[config.mk]
export PLATFORM = sky130hd
export DESIGN_NAME = drgb_top
export DESIGN_NICKNAME = d
export VERILOG_FILES = /design/src/logic/drgb_fifo.v /design/src/logic/drgb_sync2.v /design/src/logic/drgb_top.v
export VERILOG_INCLUDE_DIRS = /design/src /design/src/logic
export SDC_FILE = /design/constraint.sdc
export NUM_CORES = 1
export LEC_CHECK = 0
export BUFFER_PORTS_ARGS = -buffer_cell sky130_fd_sc_hd__buf_2
export CORE_MARGIN = 1.5
export CORE_UTILIZATION = 55
export DETAILED_ROUTE_END_ITERATION = 10
export PLACE_DENSITY = 0.78
export SETUP_SLACK_MARGIN = 0.1
export SYNTH_ARGS = -nofsm -noshare
export SYNTH_HDL_FRONTEND = slang
export SYNTH_SLANG_ARGS = --single-unit
[constraint.sdc]
create_clock -name sys_clk_in -period 4.03 [get_ports sys_clk_in]
set_input_delay 0.806 -clock sys_clk_in [delete_from_list [all_inputs] [get_ports sys_clk_in]]
set_output_delay 0.806 -clock sys_clk_in [all_outputs]
set_load 0.1 [all_outputs]
[src/logic/drgb_consts.vh]
`ifndef DRGB_CONSTS_VH
`define DRGB_CONSTS_VH

// Register offsets on the bus (byte addresses)
`define DRGB_ADR_W 8
`define DRGB_OFS_RGB_EN 8'h00
`define DRGB_OFS_PCLK_CTL 8'h04
`define DRGB_OFS_STATUS 8'h08

// Reset values
`define DRGB_RGB_EN_RST 16'h0000
`define DRGB_PCLK_CTL_RST 2'h0

// Pixel clock pin control fields
`define DRGB_BIT_CLK_EN 0
`define DRGB_BIT_CLK_IO 1
`define DRGB_PCLK_CTL_W 2

// Colour fields, shared by enable register and pixel word
`define DRGB_RED_LO 0
`define DRGB_RED_HI 4
`define DRGB_GRN_LO 5
`define DRGB_GRN_HI 10
`define DRGB_BLU_LO 11
`define DRGB_BLU_HI 15
`define DRGB_PIX_W 16

// Status fields
`define DRGB_STS_EMPTY 0
`define DRGB_STS_FULL 1
`define DRGB_STS_UNDERRUN 2

// Structure and timing defaults
`define DRGB_FIFO_DEPTH 8
`define DRGB_PIX_HALF 2
`define DRGB_PIN_SYNC_W 17

`endif

[src/logic/drgb_fifo.v]
module drgb_fifo #(
	parameter W = 16,
	parameter DEPTH = 8,
	parameter AW = 3
) (
	// Clock and reset
	input wire sys_clk_in,
	input wire reset_n_in,
	// Fill side
	input wire in_valid_in,
	output wire in_ready_out,
	input wire [W-1:0] in_data_in,
	// Drain side
	output wire out_valid_out,
	input wire out_ready_in,
	output wire [W-1:0] out_data_out
);

	reg [W-1:0] mem [0:DEPTH-1];
	reg [AW-1:0] wr_ptr_ff;
	reg [AW-1:0] rd_ptr_ff;
	reg [AW:0] count_ff;
	wire push;
	wire pop;

	assign in_ready_out = (count_ff != DEPTH[AW:0]);
	assign out_valid_out = (count_ff != {(AW+1){1'b0}});
	assign push = in_valid_in & in_ready_out;
	assign pop = out_valid_out & out_ready_in;
	assign out_data_out = mem[rd_ptr_ff];

	// Storage has no reset; pointers and count do
	always @(posedge sys_clk_in) begin
		if (push) begin
			mem[wr_ptr_ff] <= in_data_in;
		end
	end

	always @(posedge sys_clk_in or negedge reset_n_in) begin
		if (!reset_n_in) begin
			wr_ptr_ff <= {AW{1'b0}};
			rd_ptr_ff <= {AW{1'b0}};
			count_ff <= {(AW+1){1'b0}};
		end else begin
			if (push) begin
				wr_ptr_ff <= (wr_ptr_ff == DEPTH[AW-1:0] - 1'b1) ? {AW{1'b0}} : wr_ptr_ff + 1'b1;
			end
			if (pop) begin
				rd_ptr_ff <= (rd_ptr_ff == DEPTH[AW-1:0] - 1'b1) ? {AW{1'b0}} : rd_ptr_ff + 1'b1;
			end
			if (push & ~pop) begin
				count_ff <= count_ff + 1'b1;
			end else if (pop & ~push) begin
				count_ff <= count_ff - 1'b1;
			end
		end
	end

endmodule // drgb_fifo

[src/logic/drgb_sync2.v]
module drgb_sync2 #(
	parameter W = 1
) (
	// Clock and reset
	input wire sys_clk_in,
	input wire reset_n_in,
	// Levels
	input wire [W-1:0] async_in,
	output wire [W-1:0] sync_out
);

	reg [W-1:0] meta_ff;
	reg [W-1:0] sync_ff;

	always @(posedge sys_clk_in or negedge reset_n_in) begin
		if (!reset_n_in) begin
			meta_ff <= {W{1'b0}};
			sync_ff <= {W{1'b0}};
		end else begin
			meta_ff <= async_in;
			sync_ff <= meta_ff;
		end
	end

	assign sync_out = sync_ff;

endmodule // drgb_sync2

[src/logic/drgb_top.v]
// Implementation choices: the Wishbone interface to the registers and the register addresses.
`include "drgb_consts.vh"

module drgb_top #(
	parameter PIX_HALF = `DRGB_PIX_HALF,
	parameter FIFO_DEPTH = `DRGB_FIFO_DEPTH,
	parameter FIFO_AW = 3
) (
	// Clock and reset
	input wire sys_clk_in,
	input wire reset_n_in,
	// Wishbone slave
	input wire wb_cyc_in,
	input wire wb_stb_in,
	input wire wb_we_in,
	input wire [`DRGB_ADR_W-1:0] wb_adr_in,
	input wire [3:0] wb_sel_in,
	input wire [31:0] wb_dat_in,
	output reg [31:0] wb_dat_out,
	output reg wb_ack_out,
	// Pixel stream from display generator
	input wire pix_valid_in,
	output wire pix_ready_out,
	input wire [5:1] pix_red_in,
	input wire [5:0] pix_green_in,
	input wire [5:1] pix_blue_in,
	// Ordinary or alternate function drive of the colour pins
	input wire [15:0] port_out_in,
	input wire [15:0] port_oe_n_in,
	// Ordinary or alternate function drive of the clock pin
	input wire port_clk_out_in,
	input wire port_clk_oe_n_in,
	// Synchronised pin levels for the port functions, clock pin on top
	output wire [16:0] port_pin_sync_out,
	// Colour pins
	input wire [15:0] rgb_pin_in,
	output reg [15:0] rgb_pin_out,
	output reg [15:0] rgb_pin_oe_n_out,
	// Pixel clock pin
	input wire clk_pin_in,
	output reg clk_pin_out,
	output reg clk_pin_oe_n_out
);

	// Registers
	reg [15:0] rgb_pin_enable_ff;
	reg [`DRGB_PCLK_CTL_W-1:0] pclk_ctl_ff;
	reg underrun_ff;
	reg [15:0] nxt_rgb_pin_enable;
	reg [`DRGB_PCLK_CTL_W-1:0] nxt_pclk_ctl;
	reg nxt_underrun;

	// Pixel clock generation and capture
	reg [7:0] div_cnt_ff;
	reg pixel_clock_out_ff;
	reg ext_clk_prev_ff;
	reg [15:0] pixel_ff;

	wire [16:0] pin_sync;
	wire pixel_clock_in;
	wire clk_pin_on;
	wire clk_pin_input;
	wire div_tick;
	wire int_fall;
	wire ext_rise;
	wire drain_evt;
	wire fifo_valid;
	wire fifo_ready;
	wire [15:0] fifo_word;
	wire [15:0] pix_word;
	wire bus_req;
	wire bus_wr;
	wire sts_empty;
	wire sts_full;

	assign clk_pin_on = pclk_ctl_ff[`DRGB_BIT_CLK_EN];
	assign clk_pin_input = clk_pin_on & pclk_ctl_ff[`DRGB_BIT_CLK_IO];

	// Only red and blue bits 1-5 and green bits 0-5 enter the word
	assign pix_word[`DRGB_RED_HI:`DRGB_RED_LO] = pix_red_in;
	assign pix_word[`DRGB_GRN_HI:`DRGB_GRN_LO] = pix_green_in;
	assign pix_word[`DRGB_BLU_HI:`DRGB_BLU_LO] = pix_blue_in;

	drgb_fifo #(
		.W(`DRGB_PIX_W),
		.DEPTH(FIFO_DEPTH),
		.AW(FIFO_AW)
	) u_fifo (
		.sys_clk_in(sys_clk_in),
		.reset_n_in(reset_n_in),
		.in_valid_in(pix_valid_in),
		.in_ready_out(pix_ready_out),
		.in_data_in(pix_word),
		.out_valid_out(fifo_valid),
		.out_ready_in(fifo_ready),
		.out_data_out(fifo_word)
	);

	drgb_sync2 #(
		.W(`DRGB_PIN_SYNC_W)
	) u_pin_sync (
		.sys_clk_in(sys_clk_in),
		.reset_n_in(reset_n_in),
		.async_in({clk_pin_in, rgb_pin_in}),
		.sync_out(pin_sync)
	);

	assign port_pin_sync_out = pin_sync;
	assign pixel_clock_in = pin_sync[16];

	// Internal pixel clock: divider tick toggles the output level
	assign div_tick = (div_cnt_ff == PIX_HALF[7:0] - 8'h01);
	assign int_fall = div_tick & pixel_clock_out_ff;
	assign ext_rise = pixel_clock_in & ~ext_clk_prev_ff;

	// Internal clock: new pixel on falling edge, stable at rising edge
	assign drain_evt = clk_pin_input ? ext_rise : int_fall;
	assign fifo_ready = drain_evt;

	always @(posedge sys_clk_in or negedge reset_n_in) begin
		if (!reset_n_in) begin
			div_cnt_ff <= 8'h00;
			pixel_clock_out_ff <= 1'b0;
			ext_clk_prev_ff <= 1'b0;
			pixel_ff <= 16'h0000;
		end else begin
			div_cnt_ff <= div_tick ? 8'h00 : div_cnt_ff + 8'h01;
			if (div_tick) begin
				pixel_clock_out_ff <= ~pixel_clock_out_ff;
			end
			ext_clk_prev_ff <= pixel_clock_in;
			// On underrun the last pixel is held
			if (drain_evt & fifo_valid) begin
				pixel_ff <= fifo_word;
			end
		end
	end

	// Pin muxing, registered so pins do not glitch on enable changes
	always @(posedge sys_clk_in or negedge reset_n_in) begin
		if (!reset_n_in) begin
			rgb_pin_out <= 16'h0000;
			rgb_pin_oe_n_out <= 16'hFFFF;
			clk_pin_out <= 1'b0;
			clk_pin_oe_n_out <= 1'b1;
		end else begin
			rgb_pin_out <= (rgb_pin_enable_ff & pixel_ff)
				| (~rgb_pin_enable_ff & port_out_in);
			rgb_pin_oe_n_out <= ~rgb_pin_enable_ff & port_oe_n_in;
			if (!clk_pin_on) begin
				clk_pin_out <= port_clk_out_in;
				clk_pin_oe_n_out <= port_clk_oe_n_in;
			end else if (clk_pin_input) begin
				clk_pin_out <= 1'b0;
				clk_pin_oe_n_out <= 1'b1;
			end else begin
				clk_pin_out <= pixel_clock_out_ff;
				clk_pin_oe_n_out <= 1'b0;
			end
		end
	end

	// Wishbone classic slave, one registered answer per request, acknowledged one cycle later
	assign bus_req = wb_cyc_in & wb_stb_in & ~wb_ack_out;
	assign bus_wr = bus_req & wb_we_in;
	assign sts_empty = ~fifo_valid;
	assign sts_full = ~pix_ready_out;

	always @* begin
		nxt_rgb_pin_enable = rgb_pin_enable_ff;
		nxt_pclk_ctl = pclk_ctl_ff;
		nxt_underrun = underrun_ff;
		if (bus_wr && wb_adr_in == `DRGB_OFS_RGB_EN) begin
			if (wb_sel_in[0]) begin
				nxt_rgb_pin_enable[7:0] = wb_dat_in[7:0];
			end
			if (wb_sel_in[1]) begin
				nxt_rgb_pin_enable[15:8] = wb_dat_in[15:8];
			end
		end
		if (bus_wr && wb_adr_in == `DRGB_OFS_PCLK_CTL && wb_sel_in[0]) begin
			nxt_pclk_ctl = wb_dat_in[`DRGB_PCLK_CTL_W-1:0];
		end
		if (bus_wr && wb_adr_in == `DRGB_OFS_STATUS && wb_sel_in[0]
			&& wb_dat_in[`DRGB_STS_UNDERRUN]) begin
			nxt_underrun = 1'b0;
		end
		// A new underrun wins over a clear in the same cycle
		if (drain_evt & ~fifo_valid) begin
			nxt_underrun = 1'b1;
		end
	end

	always @(posedge sys_clk_in or negedge reset_n_in) begin
		if (!reset_n_in) begin
			rgb_pin_enable_ff <= `DRGB_RGB_EN_RST;
			pclk_ctl_ff <= `DRGB_PCLK_CTL_RST;
			underrun_ff <= 1'b0;
			wb_ack_out <= 1'b0;
			wb_dat_out <= 32'h00000000;
		end else begin
			rgb_pin_enable_ff <= nxt_rgb_pin_enable;
			pclk_ctl_ff <= nxt_pclk_ctl;
			underrun_ff <= nxt_underrun;
			wb_ack_out <= bus_req;
			wb_dat_out <= 32'h00000000;
			if (bus_req && !wb_we_in) begin
				case (wb_adr_in)
					`DRGB_OFS_RGB_EN: begin
						wb_dat_out[15:0] <= rgb_pin_enable_ff;
					end
					`DRGB_OFS_PCLK_CTL: begin
						wb_dat_out[`DRGB_PCLK_CTL_W-1:0] <= pclk_ctl_ff;
					end
					`DRGB_OFS_STATUS: begin
						wb_dat_out[`DRGB_STS_EMPTY] <= sts_empty;
						wb_dat_out[`DRGB_STS_FULL] <= sts_full;
						wb_dat_out[`DRGB_STS_UNDERRUN] <= underrun_ff;
					end
					default: begin
						wb_dat_out <= 32'h00000000;
					end
				endcase
			end
		end
	end

endmodule // drgb_top

==> results by group <==
Status
  • Outcome: complete, no violations

Route
  • Via density: 5.31
  • DRT Pass-1 Iters: 4
  • DRC Markers: 0
  • Post-route ant nets: 0
  • Final WL: 18600 um
  • Routed vias: 5159
  • 1st-iter DRT viols: 294
  • Drt wl/cell: 19.2 um

Floorplan
  • Die X: 139 um
  • Initial core utilization: 0.563
  • Placement Rows: 49
  • Die Y: 139 um
  • Die ar.: 19200 um2
  • CORE AREA: 18000 um2
  • # IOs: 202

STA
  • Final worst slack: 0.972 ns
  • Final setup fails: 0
  • Worst slew margin: 0.286
  • Final period util: 0.759
  • RSZ-0062 raised after global routing: no
  • Final min period: 3.06 ns
  • Fmax: 327 MHz
  • Max-slew violation count: 0
  • Fin Hold WS: 0.345 ns
  • Setup TNS: 0 ns
  • Clock Skew: 0.0116 ns
  • Final Hold Viols: 0
  • Least-Margin Pin Slew: 1.07 ns

Clock tree
  • Clock-pin slew on the worst setup and hold paths: 0.06 ns
  • CTS resizes: 0
  • Sink Count: 268
  • Num CTS Buffers: 27
  • H-tree lvl count: 1
  • CTS tree: done
  • Post-CTS setup buffer count: 0
  • CTS Hold Bufs: 0
  • Worst skew pair latency: 0.52 ns
  • CTS Buffer Depth: 3
  • Root buf cell: clkbuf_16

Power and ir drop
  • Cell Pwr Density: 618 nW/um2
  • Worst VDD drop: 0.000443 V
  • Pleak: 4.97 nW

Yosys
  • Top-count cell post-synth: edfxtp_1
  • Netlist cell types: 48
  • Post-synthesis sequential area ratio: 0.729
  • Cell area after synthesis: 10100 um2
  • Post-synth top cells: 128 x edfxtp_1, 123 x dfrtp_1, 66 x mux2_2, 24 x mux4_2, 17 x dfstp_2
  • Area leader, netlist: edfxtp_1
  • Synth Register Bits: 268
  • EDFF count, synth: 128
  • Area contributors post-synth: edfxtp_1 38%, dfrtp_1 30%, mux2_2 7.4%, mux4_2 5.3%, dfstp_2 4.4%
  • Warnings from Yosys: 0
  • Cells after synthesis: 536
  • Top_reg_cell synth: edfxtp_1
  • Syn Area/Cell: 18.9 um2
  • Post-synthesis async set-or-reset flop share: 0.522
  • Synth top area share: 0.380

Worst setup path
  • Worst path slowest cell: or4b_2
  • Startpoint Class: flip-flop
  • Crit path cell chain: or4b_2, nand2_1, inv_1, ha_1, inv_1, ha_1, a21o_1, a2111oi_0, o31ai_1
  • CP Data Required Time: 4.42 ns
  • CP max FO: 6
  • Worst Path Arrival: 3.45 ns
  • Setup crit end kind: flip-flop
  • Setup CP Type: flip-flop to flip-flop
  • Critical Path Max Stage Delay: 0.77 ns

Flow run
  • Max-Cap Viols: 0

Finish
  • Multi-input logic area: 2560 um2
  • Final core utilization: 0.666
  • Area growth syn-to-layout: 18.3%
  • Non-Filler Instances: 972
  • NumNets Final: 850
  • Fillers: 1231
  • Share of cells above drive strength 1: 0.460
  • Storage cell area: 7370 um2

Global route
  • Vias in the first global route: 5653
  • Antenna violations before repair: 1
  • GR Overflow Total: 0
  • Pin count of the biggest net entering global routing: 119
  • Gr usage total: 0.197
  • First-pass GRT wire length: 29700 um

Placed design
  • Placed cells: 923
  • Pre-CTS setup slack: 1.05 ns
  • I/O Buffers: 167
  • DP Wirelength: 11800 um
  • GPL Wtd Cong: 0.776

Hold path
  • Hold Crit Class: flip-flop to flip-flop
==> critical path: cells and delay by family, from the launching register on <==
family / cells / cell delay [ns]
and+or+nand+nor: 2 / 1.00
adders and majority gates: 2 / 0.48
buffers and inverters: 2 / 0.24
DFF: 1 / 0.44
AOI/OAI and AO/OA: 3 / 0.77
==> sequential cells by signal, summed over array words and instances, names as in the netlist, 16 cells and up <==
| register | cells |
|---|---|
| pixel_ff | 16 |
| rgb_pin_enable_ff | 16 |
| rgb_pin_oe_n_out | 16 |
| rgb_pin_out | 16 |
| u_fifo.mem | 128 |
| u_pin_sync.meta_ff | 17 |
| u_pin_sync.sync_out | 17 |
| wb_dat_out | 16 |
==> layer usage <==
| layer | track usage | vias to the layer above | share of wire |
|---|---|---|---|
| li1 | - | 2347 | - |
| met1 | 0.254 | 2585 | 0.41 |
| met2 | 0.337 | 193 | 0.51 |
| met3 | 0.0452 | 32 | 0.062 |
| met4 | 0.0560 | 2 | 0.017 |
| met5 | 0 | - | 0.00064 |
==> metrics by stage <==
step	total power, W	cell area (um2)
2_1_floorplan	0.00475	10200
3_3_place_gp	0.00509	11100
3_5_place_dp	0.00516	11100
4_1_cts	0.00747	12000
5_1_grt	0.00771	12000
6_report	0.00739	12000
==> cell type report <==
type	instances	share of cell area
well taps	229	0.0240
clock buffers	35	0.0601
diodes	1	0.000209
flip-flops and latches	268	0.616
repair buffers	174	0.0748
clock inverters	13	0.00764
multi-input cells	243	0.214
inverters	9	0.00282
==> power breakdown <==
part	switching (W)	internal [W]
registers	0.000297	0.00325
logic	0.000845	0.000708
clock network	0.000969	0.00132
total	0.00211	0.00528
==> kinds of logic (layout without fill, tap and decap cells) <==
family,count (synthesis),in the layout,share of synthesized area
xor+xnor,9,9,0.00780
other cells,1,17,0.000371
compound gates,16,16,0.0102
flops,268,268,0.729
simple gates,85,85,0.0545
mux,107,107,0.159
buf+inv,40,231,0.0259
fa+ha+maj,10,10,0.0131
==> final timing paths <==
check / startpoint / to / slack [ns] / cells past startpoint
max: u_fifo.count_ff[1] / u_fifo.count_ff[3] / 0.97 / 9
max reg2reg: u_fifo.count_ff[1] / u_fifo.count_ff[3] / 0.97 / 9
min: u_pin_sync.meta_ff[8] / u_pin_sync.sync_out[8] / 0.35 / 0
max in group asynchronous: reset_n_in / u_pin_sync.meta_ff[8] / 2.65 / 2
min reg2reg: u_pin_sync.meta_ff[8] / u_pin_sync.sync_out[8] / 0.35 / 0
min in group asynchronous: reset_n_in / pixel_ff[9] / 0.40 / 1
==> cell usage in the layout (no fill, tap or decap), drive strengths merged, types with 16 or more instances in the layout <==
cell	n
buf	174
nor2b	16
edfxtp	128
mux4	32
mux2	71
clkbuf	35
and2	16
conb	16
dfstp	17
dfrtp	123
(Power assumes the default switching activity.)
